`src/crlc_pkg.sv`:
```
// crlc_pkg: shared constants and carrier types for the cache RAM latency and counter control block.
// assumes a 32-bit classic wishbone register bus and one 100 MHz clock.
package crlc_pkg;
	// ==========================================================
	// register map (word aligned byte addresses)
	localparam logic [7:0] TAG_LAT_ADDR = 8'h00;
	localparam logic [7:0] DATA_LAT_ADDR = 8'h04;
	localparam logic [7:0] EV_CTRL_ADDR = 8'h08;
	localparam logic [7:0] CACHE_CTRL_ADDR = 8'h0C;
	localparam logic [7:0] EV_CNT0_ADDR = 8'h10;
	localparam logic [7:0] EV_CNT1_ADDR = 8'h14;
	localparam logic [7:0] SEQ_CTRL_ADDR = 8'h18;
	localparam logic [7:0] SEQ_STAT_ADDR = 8'h1C;

	// ==========================================================
	// field positions
	localparam int SETUP_LSB = 0;
	localparam int RD_LSB = 4;
	localparam int WR_LSB = 8;
	localparam int LAT_W = 3;
	localparam int EV_EN_BIT = 0;
	localparam int EV_RST0_BIT = 1;
	localparam int EV_RST1_BIT = 2;
	localparam int CACHE_EN_BIT = 0;
	localparam int SEQ_GO_BIT = 0;
	localparam int SEQ_WR_BIT = 1;
	localparam int SEQ_DATA_BIT = 2;
	localparam int SEQ_BUSY_BIT = 0;

	// ==========================================================
	// bus error codes returned in err_code_o
	localparam logic [1:0] RESP_OKAY = 2'h0;
	localparam logic [1:0] RESP_SLVERR = 2'h2;
	localparam logic [1:0] RESP_DECERR = 2'h3;

	// ==========================================================
	// carrier for one latency field set
	typedef struct packed {
		logic [2:0] wr;
		logic [2:0] rd;
		logic [2:0] setup;
	} crlc_lat_t;

	// pack a latency set into its register image, unused bits zero
	function automatic logic [31:0] lat_image(input crlc_lat_t l);
		logic [31:0] v;
		v = 32'h0000_0000;
		v[WR_LSB +: LAT_W] = l.wr;
		v[RD_LSB +: LAT_W] = l.rd;
		v[SETUP_LSB +: LAT_W] = l.setup;
		return v;
	endfunction : lat_image
endpackage : crlc_pkg

```
`src/crlc_evcnt.sv`:
```
// crlc_evcnt: one saturating 32-bit event counter with a synchronous clear.
// assumes the event and clear are synchronous to clk_i.
`timescale 1ns/1ns
module crlc_evcnt (
	// clock and reset
	input wire logic clk_i,
	input wire logic rst_i,
	// control
	input wire logic enable_i,
	input wire logic clear_i,
	input wire logic event_i,
	// value
	output logic [31:0] count_o
);
	// ==========================================================
	// counter: clear wins, saturates at all ones
	always_ff @(posedge clk_i) begin
		if (rst_i || clear_i) begin
			count_o <= 32'h0000_0000;
		end else if (enable_i && event_i && count_o != 32'hFFFF_FFFF) begin
			count_o <= count_o + 32'h0000_0001;
		end
	end
endmodule : crlc_evcnt

```
`src/crlc_seq.sv`:
```
// crlc_seq: ram access sequencer that stretches setup then read or write phases.
// assumes latency fields are stable while a sequence runs.
`timescale 1ns/1ns
module crlc_seq (
	// clock and reset
	input wire logic clk_i,
	input wire logic rst_i,
	// request
	input wire logic start_i,
	input wire logic write_i,
	input wire crlc_pkg::crlc_lat_t lat_i,
	// ram strobes and status
	output logic ram_ce_o,
	output logic ram_we_o,
	output logic busy_o,
	output logic done_o
);
	typedef enum logic [1:0] {S_IDLE, S_SETUP, S_ACCESS} crlc_seq_t;
	crlc_seq_t state_q;
	logic [2:0] cnt_q;

	// ==========================================================
	// phase machine: each phase lasts field+1 cycles
	always_ff @(posedge clk_i) begin
		if (rst_i) begin
			state_q <= S_IDLE;
			cnt_q <= 3'h0;
			done_o <= 1'b0;
		end else begin
			done_o <= 1'b0;
			case (state_q)
				S_IDLE: begin
					if (start_i) begin
						state_q <= S_SETUP;
						cnt_q <= lat_i.setup;
					end
				end
				S_SETUP: begin
					if (cnt_q == 3'h0) begin
						state_q <= S_ACCESS;
						cnt_q <= write_i ? lat_i.wr : lat_i.rd;
					end else begin
						cnt_q <= cnt_q - 3'h1;
					end
				end
				S_ACCESS: begin
					if (cnt_q == 3'h0) begin
						state_q <= S_IDLE;
						done_o <= 1'b1;
					end else begin
						cnt_q <= cnt_q - 3'h1;
					end
				end
				default: state_q <= S_IDLE;
			endcase
		end
	end

	// ram strobes held stable across each phase
	always_ff @(posedge clk_i) begin
		if (rst_i) begin
			ram_ce_o <= 1'b0;
			ram_we_o <= 1'b0;
			busy_o <= 1'b0;
		end else if (state_q == S_IDLE && start_i) begin
			ram_ce_o <= 1'b1;
			ram_we_o <= write_i;
			busy_o <= 1'b1;
		end else if (state_q == S_ACCESS && cnt_q == 3'h0) begin
			ram_ce_o <= 1'b0;
			ram_we_o <= 1'b0;
			busy_o <= 1'b0;
		end
	end
endmodule : crlc_seq

```
`src/crlc_regs.sv`:
```
// crlc_regs: latency and event counter control registers of a level-2 cache controller.
// assumes a classic wishbone master with a secure/non-secure attribute per access.
`timescale 1ns/1ns
module crlc_regs #(
	parameter logic [2:0] tag_wr_latency_param = 3'h0,
	parameter logic [2:0] tag_rd_latency_param = 3'h0,
	parameter logic [2:0] tag_setup_latency_param = 3'h0,
	parameter logic [2:0] data_wr_latency_param = 3'h0,
	parameter logic [2:0] data_rd_latency_param = 3'h0,
	parameter logic [2:0] data_setup_latency_param = 3'h0
) (
	// clock and reset
	input wire logic clk_i,
	input wire logic rst_i,
	// wishbone slave
	input wire logic cyc_i,
	input wire logic stb_i,
	input wire logic we_i,
	input wire logic [7:0] adr_i,
	input wire logic [3:0] sel_i,
	input wire logic [31:0] dat_i,
	input wire logic nonsecure_access_i,
	output logic [31:0] dat_o,
	output logic ack_o,
	output logic err_o,
	output logic [1:0] err_code_o,
	// event inputs
	input wire logic event0_i,
	input wire logic event1_i,
	// ram strobes
	output logic tag_ce_o,
	output logic tag_we_o,
	output logic data_ce_o,
	output logic data_we_o,
	// configuration to cache datapath
	output logic cache_en_o,
	output logic count_en_o
);
	// ==========================================================
	// storage
	crlc_pkg::crlc_lat_t tag_lat_q;
	crlc_pkg::crlc_lat_t data_lat_q;
	logic ev_en_q;
	logic cache_en_q;
	logic clr0_q;
	logic clr1_q;
	logic seq_go_q;
	logic seq_wr_q;
	logic seq_data_q;
	logic [31:0] cnt0;
	logic [31:0] cnt1;
	logic tag_busy;
	logic data_busy;
	logic tag_ce;
	logic tag_we;
	logic data_ce;
	logic data_we;

	// ==========================================================
	// bus decode: one access per strobe, answered on the next edge
	logic req;
	logic wr;
	logic lat_hit;
	logic [1:0] resp;
	logic [31:0] rdata;
	assign req = cyc_i && stb_i && !ack_o && !err_o;
	assign wr = req && we_i;
	assign lat_hit = adr_i == crlc_pkg::TAG_LAT_ADDR || adr_i == crlc_pkg::DATA_LAT_ADDR;

	// byte-lane merge of a write into a 32-bit image
	function automatic logic [31:0] merge(input logic [31:0] old, input logic [31:0] nw, input logic [3:0] sel);
		logic [31:0] v;
		v = old;
		for (int i = 0; i < 4; i++) begin
			if (sel[i]) begin
				v[i*8 +: 8] = nw[i*8 +: 8];
			end
		end
		return v;
	endfunction : merge

	// unpack the latency fields, dropping unused bits
	function automatic crlc_pkg::crlc_lat_t lat_unpack(input logic [31:0] v);
		crlc_pkg::crlc_lat_t l;
		l.wr = v[crlc_pkg::WR_LSB +: crlc_pkg::LAT_W];
		l.rd = v[crlc_pkg::RD_LSB +: crlc_pkg::LAT_W];
		l.setup = v[crlc_pkg::SETUP_LSB +: crlc_pkg::LAT_W];
		return l;
	endfunction : lat_unpack

	// response code: decode error beats slave error for latency writes
	always_comb begin
		resp = crlc_pkg::RESP_OKAY;
		if (wr && lat_hit) begin
			if (nonsecure_access_i) begin
				resp = crlc_pkg::RESP_DECERR;
			end else if (cache_en_q) begin
				resp = crlc_pkg::RESP_SLVERR;
			end
		end
	end

	// read mux, unused bits read zero
	always_comb begin
		rdata = 32'h0000_0000;
		case (adr_i)
			crlc_pkg::TAG_LAT_ADDR: rdata = crlc_pkg::lat_image(tag_lat_q);
			crlc_pkg::DATA_LAT_ADDR: rdata = crlc_pkg::lat_image(data_lat_q);
			crlc_pkg::EV_CTRL_ADDR: rdata[crlc_pkg::EV_EN_BIT] = ev_en_q;
			crlc_pkg::CACHE_CTRL_ADDR: rdata[crlc_pkg::CACHE_EN_BIT] = cache_en_q;
			crlc_pkg::EV_CNT0_ADDR: rdata = cnt0;
			crlc_pkg::EV_CNT1_ADDR: rdata = cnt1;
			crlc_pkg::SEQ_CTRL_ADDR: begin
				rdata[crlc_pkg::SEQ_WR_BIT] = seq_wr_q;
				rdata[crlc_pkg::SEQ_DATA_BIT] = seq_data_q;
			end
			crlc_pkg::SEQ_STAT_ADDR: rdata[crlc_pkg::SEQ_BUSY_BIT] = tag_busy || data_busy;
			default: rdata = 32'h0000_0000;
		endcase
	end

	// ==========================================================
	// bus answer: ack or err one cycle after the strobe, for one cycle
	always_ff @(posedge clk_i) begin
		if (rst_i) begin
			ack_o <= 1'b0;
			err_o <= 1'b0;
			err_code_o <= crlc_pkg::RESP_OKAY;
			dat_o <= 32'h0000_0000;
		end else begin
			ack_o <= req && resp == crlc_pkg::RESP_OKAY;
			err_o <= req && resp != crlc_pkg::RESP_OKAY;
			err_code_o <= req ? resp : crlc_pkg::RESP_OKAY;
			dat_o <= (req && !we_i) ? rdata : 32'h0000_0000;
		end
	end

	// ==========================================================
	// latency registers, reset from build parameters
	always_ff @(posedge clk_i) begin
		if (rst_i) begin
			tag_lat_q <= '{wr: tag_wr_latency_param, rd: tag_rd_latency_param,
				setup: tag_setup_latency_param};
			data_lat_q <= '{wr: data_wr_latency_param, rd: data_rd_latency_param,
				setup: data_setup_latency_param};
		end else if (wr && resp == crlc_pkg::RESP_OKAY) begin
			// latency writes reach here only if secure with the cache off
			if (adr_i == crlc_pkg::TAG_LAT_ADDR) begin
				tag_lat_q <= lat_unpack(merge(crlc_pkg::lat_image(tag_lat_q), dat_i, sel_i));
			end
			if (adr_i == crlc_pkg::DATA_LAT_ADDR) begin
				data_lat_q <= lat_unpack(merge(crlc_pkg::lat_image(data_lat_q), dat_i, sel_i));
			end
		end
	end

	// ==========================================================
	// event counter control: enable stored, reset bits pulse only
	always_ff @(posedge clk_i) begin
		if (rst_i) begin
			ev_en_q <= 1'b0;
			clr0_q <= 1'b0;
			clr1_q <= 1'b0;
		end else begin
			clr0_q <= 1'b0;
			clr1_q <= 1'b0;
			if (wr && adr_i == crlc_pkg::EV_CTRL_ADDR && sel_i[0]) begin
				ev_en_q <= dat_i[crlc_pkg::EV_EN_BIT];
				clr0_q <= dat_i[crlc_pkg::EV_RST0_BIT];
				clr1_q <= dat_i[crlc_pkg::EV_RST1_BIT];
			end
		end
	end

	// cache enable control bit
	always_ff @(posedge clk_i) begin
		if (rst_i) begin
			cache_en_q <= 1'b0;
		end else if (wr && adr_i == crlc_pkg::CACHE_CTRL_ADDR && sel_i[0]) begin
			cache_en_q <= dat_i[crlc_pkg::CACHE_EN_BIT];
		end
	end

	// sequencer trigger: go pulses one cycle, direction and target stored
	always_ff @(posedge clk_i) begin
		if (rst_i) begin
			seq_go_q <= 1'b0;
			seq_wr_q <= 1'b0;
			seq_data_q <= 1'b0;
		end else begin
			seq_go_q <= 1'b0;
			if (wr && adr_i == crlc_pkg::SEQ_CTRL_ADDR && sel_i[0]) begin
				seq_go_q <= dat_i[crlc_pkg::SEQ_GO_BIT];
				seq_wr_q <= dat_i[crlc_pkg::SEQ_WR_BIT];
				seq_data_q <= dat_i[crlc_pkg::SEQ_DATA_BIT];
			end
		end
	end

	// ==========================================================
	// event counters
	crlc_evcnt u_cnt0 (
		.clk_i(clk_i),
		.rst_i(rst_i),
		.enable_i(ev_en_q),
		.clear_i(clr0_q),
		.event_i(event0_i),
		.count_o(cnt0)
	);
	crlc_evcnt u_cnt1 (
		.clk_i(clk_i),
		.rst_i(rst_i),
		.enable_i(ev_en_q),
		.clear_i(clr1_q),
		.event_i(event1_i),
		.count_o(cnt1)
	);

	// ==========================================================
	// ram sequencers, one per ram, each with its own latency set
	crlc_seq u_tag_seq (
		.clk_i(clk_i),
		.rst_i(rst_i),
		.start_i(seq_go_q && !seq_data_q && !tag_busy),
		.write_i(seq_wr_q),
		.lat_i(tag_lat_q),
		.ram_ce_o(tag_ce),
		.ram_we_o(tag_we),
		.busy_o(tag_busy),
		.done_o()
	);
	crlc_seq u_data_seq (
		.clk_i(clk_i),
		.rst_i(rst_i),
		.start_i(seq_go_q && seq_data_q && !data_busy),
		.write_i(seq_wr_q),
		.lat_i(data_lat_q),
		.ram_ce_o(data_ce),
		.ram_we_o(data_we),
		.busy_o(data_busy),
		.done_o()
	);

	// registered outputs
	always_ff @(posedge clk_i) begin
		if (rst_i) begin
			tag_ce_o <= 1'b0;
			tag_we_o <= 1'b0;
			data_ce_o <= 1'b0;
			data_we_o <= 1'b0;
			cache_en_o <= 1'b0;
			count_en_o <= 1'b0;
		end else begin
			tag_ce_o <= tag_ce;
			tag_we_o <= tag_we;
			data_ce_o <= data_ce;
			data_we_o <= data_we;
			cache_en_o <= cache_en_q;
			count_en_o <= ev_en_q;
		end
	end

	// ==========================================================
	// checks
	a_ns_write_decerr: assert property (@(posedge clk_i) disable iff (rst_i)
		wr && lat_hit && nonsecure_access_i |=> err_o && err_code_o == crlc_pkg::RESP_DECERR)
		else $error("non-secure latency write not refused with decode error");
	a_ns_write_keeps: assert property (@(posedge clk_i) disable iff (rst_i)
		wr && lat_hit && nonsecure_access_i |=> $stable(tag_lat_q) && $stable(data_lat_q))
		else $error("non-secure latency write changed a register");
	a_enabled_slverr: assert property (@(posedge clk_i) disable iff (rst_i)
		wr && lat_hit && !nonsecure_access_i && cache_en_q |=> err_o && err_code_o == crlc_pkg::RESP_SLVERR)
		else $error("latency write with cache on not refused");
	a_lat_read_ok: assert property (@(posedge clk_i) disable iff (rst_i)
		req && !we_i && adr_i == crlc_pkg::TAG_LAT_ADDR |=> ack_o && !err_o
		&& dat_o == crlc_pkg::lat_image($past(tag_lat_q)))
		else $error("tag latency read wrong or errored");
	a_unused_zero: assert property (@(posedge clk_i) disable iff (rst_i)
		req && !we_i && lat_hit |=> dat_o[31:11] == 21'h0 && !dat_o[7] && !dat_o[3])
		else $error("unused latency bits not zero");
	a_rst_bits_zero: assert property (@(posedge clk_i) disable iff (rst_i)
		req && !we_i && adr_i == crlc_pkg::EV_CTRL_ADDR |=> dat_o[2:1] == 2'h0)
		else $error("counter reset bits read non-zero");
	a_cnt_clear: assert property (@(posedge clk_i) disable iff (rst_i)
		wr && adr_i == crlc_pkg::EV_CTRL_ADDR && sel_i[0] && dat_i[crlc_pkg::EV_RST1_BIT] |=> ##1 cnt1 == 32'h0)
		else $error("counter 1 not cleared");
	a_cnt_gated: assert property (@(posedge clk_i) disable iff (rst_i)
		!ev_en_q && !clr0_q |=> $stable(cnt0))
		else $error("counter 0 moved while counting disabled");
	a_evctrl_no_err: assert property (@(posedge clk_i) disable iff (rst_i)
		req && adr_i == crlc_pkg::EV_CTRL_ADDR |=> ack_o && !err_o)
		else $error("counter control access errored");
	a_seq_stretch: assert property (@(posedge clk_i) disable iff (rst_i)
		$rose(tag_busy) && tag_lat_q == '0 |=> ##1 !tag_busy)
		else $error("tag sequence length wrong for zero latency");
	a_cnt0_clear: assert property (@(posedge clk_i) disable iff (rst_i)
		wr && adr_i == crlc_pkg::EV_CTRL_ADDR && sel_i[0] && dat_i[crlc_pkg::EV_RST0_BIT] |=> ##1 cnt0 == 32'h0)
		else $error("counter 0 not cleared");
	a_cnt1_gated: assert property (@(posedge clk_i) disable iff (rst_i)
		!ev_en_q && !clr1_q |=> $stable(cnt1))
		else $error("counter 1 moved while counting disabled");
	a_en_reset_zero: assert property (@(posedge clk_i)
		$past(rst_i) |-> !ev_en_q && !count_en_o && !cache_en_q)
		else $error("enables not zero after reset");
	a_tag_rst_value: assert property (@(posedge clk_i)
		$past(rst_i) |-> tag_lat_q == {tag_wr_latency_param, tag_rd_latency_param, tag_setup_latency_param})
		else $error("tag latency reset value wrong");
	a_data_rst_value: assert property (@(posedge clk_i)
		$past(rst_i) |-> data_lat_q == {data_wr_latency_param, data_rd_latency_param, data_setup_latency_param})
		else $error("data latency reset value wrong");
	a_data_read_ok: assert property (@(posedge clk_i) disable iff (rst_i)
		req && !we_i && adr_i == crlc_pkg::DATA_LAT_ADDR |=> ack_o && !err_o
		&& dat_o == crlc_pkg::lat_image($past(data_lat_q)))
		else $error("data latency read wrong or errored");
	a_tag_fields: assert property (@(posedge clk_i) disable iff (rst_i)
		wr && adr_i == crlc_pkg::TAG_LAT_ADDR && !nonsecure_access_i && !cache_en_q && sel_i == 4'hF
		|=> tag_lat_q.wr == $past(dat_i[crlc_pkg::WR_LSB +: crlc_pkg::LAT_W])
		&& tag_lat_q.rd == $past(dat_i[crlc_pkg::RD_LSB +: crlc_pkg::LAT_W])
		&& tag_lat_q.setup == $past(dat_i[crlc_pkg::SETUP_LSB +: crlc_pkg::LAT_W]))
		else $error("tag latency fields not stored in place");
	a_slverr_keeps: assert property (@(posedge clk_i) disable iff (rst_i)
		wr && lat_hit && cache_en_q |=> $stable(tag_lat_q) && $stable(data_lat_q))
		else $error("latency write with cache on changed a register");
	a_ack_one_cycle: assert property (@(posedge clk_i) disable iff (rst_i)
		ack_o |=> !ack_o)
		else $error("ack held longer than one cycle");
	a_err_one_cycle: assert property (@(posedge clk_i) disable iff (rst_i)
		err_o |=> !err_o)
		else $error("err held longer than one cycle");
	a_dat_idle_zero: assert property (@(posedge clk_i) disable iff (rst_i)
		!ack_o |-> dat_o == 32'h0000_0000)
		else $error("read data not zero outside ack");
endmodule : crlc_regs

```
`config.mk`:
```
export PLATFORM = sky130hd
export DESIGN_NAME = crlc_regs
export DESIGN_NICKNAME = d
export VERILOG_FILES = /design/src/crlc_pkg.sv /design/src/crlc_evcnt.sv /design/src/crlc_seq.sv /design/src/crlc_regs.sv
export SDC_FILE = /design/constraint.sdc
export NUM_CORES = 1
export LEC_CHECK = 0
export BUFFER_PORTS_ARGS = -buffer_cell sky130_fd_sc_hd__clkbuf_2
export CAP_MARGIN = 10
export CELL_PAD_IN_SITES_DETAIL_PLACEMENT = 1
export CELL_PAD_IN_SITES_GLOBAL_PLACEMENT = 1
export CORE_ASPECT_RATIO = 0.9
export CORE_UTILIZATION = 32
export DETAILED_ROUTE_END_ITERATION = 10
export GPL_TIMING_DRIVEN = 1
export PLACE_DENSITY = 0.61
export SKIP_CTS_REPAIR_TIMING = 1
export SKIP_LAST_GASP = 1
export SLEW_MARGIN = 20
export SYNTH_ARGS = -nofsm -noshare
export SYNTH_HDL_FRONTEND = slang
export SYNTH_HIERARCHICAL = 1
export SYNTH_SLANG_ARGS = --single-unit
```
`constraint.sdc`:
```
create_clock -name clk_i -period 6.1 [get_ports clk_i]
set_clock_uncertainty 0.05 [all_clocks]
set_input_delay 0.305 -clock clk_i [delete_from_list [all_inputs] [get_ports clk_i]]
set_output_delay 0.305 -clock clk_i [all_outputs]
set_load 0.1 [all_outputs]
```
==> metrics.md <==
| Metric | Value |
|---|---|
| Status | complete, no violations |
| Port buffer count | 68 |
| Cell Pwr Density | 259 nW/um2 |
| Hold Vio Cnt, Final | 0 |
| HPWL Detailed | 16400 um |
| Clk slew on worst S/H paths | 0.06 ns |
| Critical path required time | 6.40 ns |
| Filler cell count | 2660 |
| Initial core utilization | 32.8% |
| Crit path max fanout | 30 |
| Largest net degree at the start of global routing | 34 |
| Clk buf depth | 2 |
| Syn. warnings | 6 |
| Endpoint class of the critical path | flip-flop |
| Tightest Pin Transition | 1.01 ns |
| Syn Std Cell Area | 7430 um2 |
| Rows | 52 |
| Cells after Synth | 817 |
| Area grow syn2layout | 15.4% |
| Relative slew slack | 32.2% |
| Routed WL per cell | 19.2 um |
| Diodes inserted | 0 |
| Initial antenna violation count | 0 |
| Worst EP arrival | 2.78 ns |
| Root Buffer Master | clkbuf_16 |
| RSZ-0062 raised after global routing | no |
| Startpoint types | flip-flop |
| Fin worst setup slack | 3.62 ns |
| Layout cell share with drive strength beyond 1 | 20.3% |
| Total grt overflow | 0 |
| Post-Syn Nets | 885 |
| Setup tns final | 0 ns |
| CTS sink cnt | 145 |
| Die H | 147 um |
| Gr usage total | 19.7% |
| Hold Path Class | in2reg |
| HP Start | dat_i[10] |
| First-pass GRT wire length | 36200 um |
| Period minus WS final | 2.48 ns |
| Tcrit/Tclk final | 40.7% |
| Core area | 22600 um2 |
| Clock Latency Late Sink | 0.43 ns |
| Worst R2R Start | u_cnt1/count_o[27] |
| VDD IR-drop max | 141 uV |
| Final Net Count | 935 |
| CTS Buf Count | 17 |
| H-Tree Level Count | 4 |
| Die area | 23800 um2 |
| Maximum clock frequency | 403 MHz |
| I/O Pins | 94 |
| CTS tree | done |
| DRC viols | 0 |
| Final GP Congestion | 0.770 |
| Final wirelength | 22600 um |
| Vias in the first global route | 6343 |
| First-pass DRT Iterations | 5 |
| Pre-CTS WS | 3.66 ns |
| Setup-failing EPs final | 0 |
| Syn_area_per_cell | 9.09 um2 |
| Routed Antenna Nets | 0 |
| Leakage Power | 2.89 nW |
| Max-slew violations | 0 |
| Max cap viols | 0 |
| Critical path type | reg2reg |
| Die Width | 163 um |
| Power Total | 2.22 mW |
| Final core utilization | 37.9% |
| Vias | 6475 |
| Avg Vias per Cell | 5.51 |
| Worst Setup SP | u_cnt1/count_o[27] |
| Starting DRT DRC Count | 443 |
report_power, final:
group | leakage [nW] | switching, mW | internal (mW) | total (mW)
registers | 1.17 | 0.00767 | 0.954 | 0.961
clock network | 0.288 | 0.418 | 0.673 | 1.09
logic | 1.44 | 0.109 | 0.0575 | 0.167
per-layer routing:
metal	global-route usage (%)	routed length, um	up-vias
li1	-	-	3164
met1	29.6	12000	3197
met2	28.9	9750	99
met3	3.78	688	15
met4	4.16	151	0
met5	0	0	-
worst max-delay path, stage by stage, from the launching register on:
cell     delay, ns
dfxtp_1       0.49
nand3_1       0.20
nor3_2        0.63
a31o_2        0.66
o21ai_0       0.20
a21oi_1       0.17
placed cells by master (no fill, tap or decap), types with 17 or more instances in the layout:
master,count
dfxtp_1,145
a21oi_1,69
clkbuf_2,68
o21ai_0,61
nand2_1,56
nor2_1,53
nand3_1,44
or3_1,24
nand4_1,19
nand2b_1,18
nor2b_1,18
mux2i_1,18
clkbuf_16,17
worst paths after layout:
check	to	depth (start not counted)	slack (ns)
worst max-delay path	u_cnt1/count_o[29]	5	3.62
worst max register to register	u_cnt1/count_o[29]	5	3.62
worst min register to register	u_tag_seq/ram_we_o	2	0.42
worst min-delay path	data_lat_q[8]	3	0.09
cell type report:
type	count	area (um2)	area share (%)
sequential	145	2900	33.9
multi-input combinational	619	4280	49.9
inverter	12	45.0	0.525
timing repair buffer	72	370	4.32
tap	297	372	4.34
clock buffer	22	474	5.53
clock inverter	9	131	1.53
sequential cells by signal, summed over array words and instances, names as in the netlist, 2 cells and up:
| register | cells |
|---|---|
| dat_o | 32 |
| data_lat_q | 9 |
| err_code_o | 2 |
| tag_lat_q | 9 |
| u_cnt0/count_o | 32 |
| u_cnt1/count_o | 32 |
| u_data_seq/cnt_q | 3 |
| u_data_seq/state_q | 2 |
| u_tag_seq/cnt_q | 3 |
| u_tag_seq/state_q | 2 |
per-stage QoR:
step                instances  hold slack [ns]  cell area [um2]
detailed placement       1145            0.411             7960
global route             1176           0.0910             8570
global placement         1145            0.401             7960
CTS                      1176           0.0713             8570
floorplan                 817            0.356             7430
finish                   1176           0.0889             8570
Power figures use the tool's default switching activity.
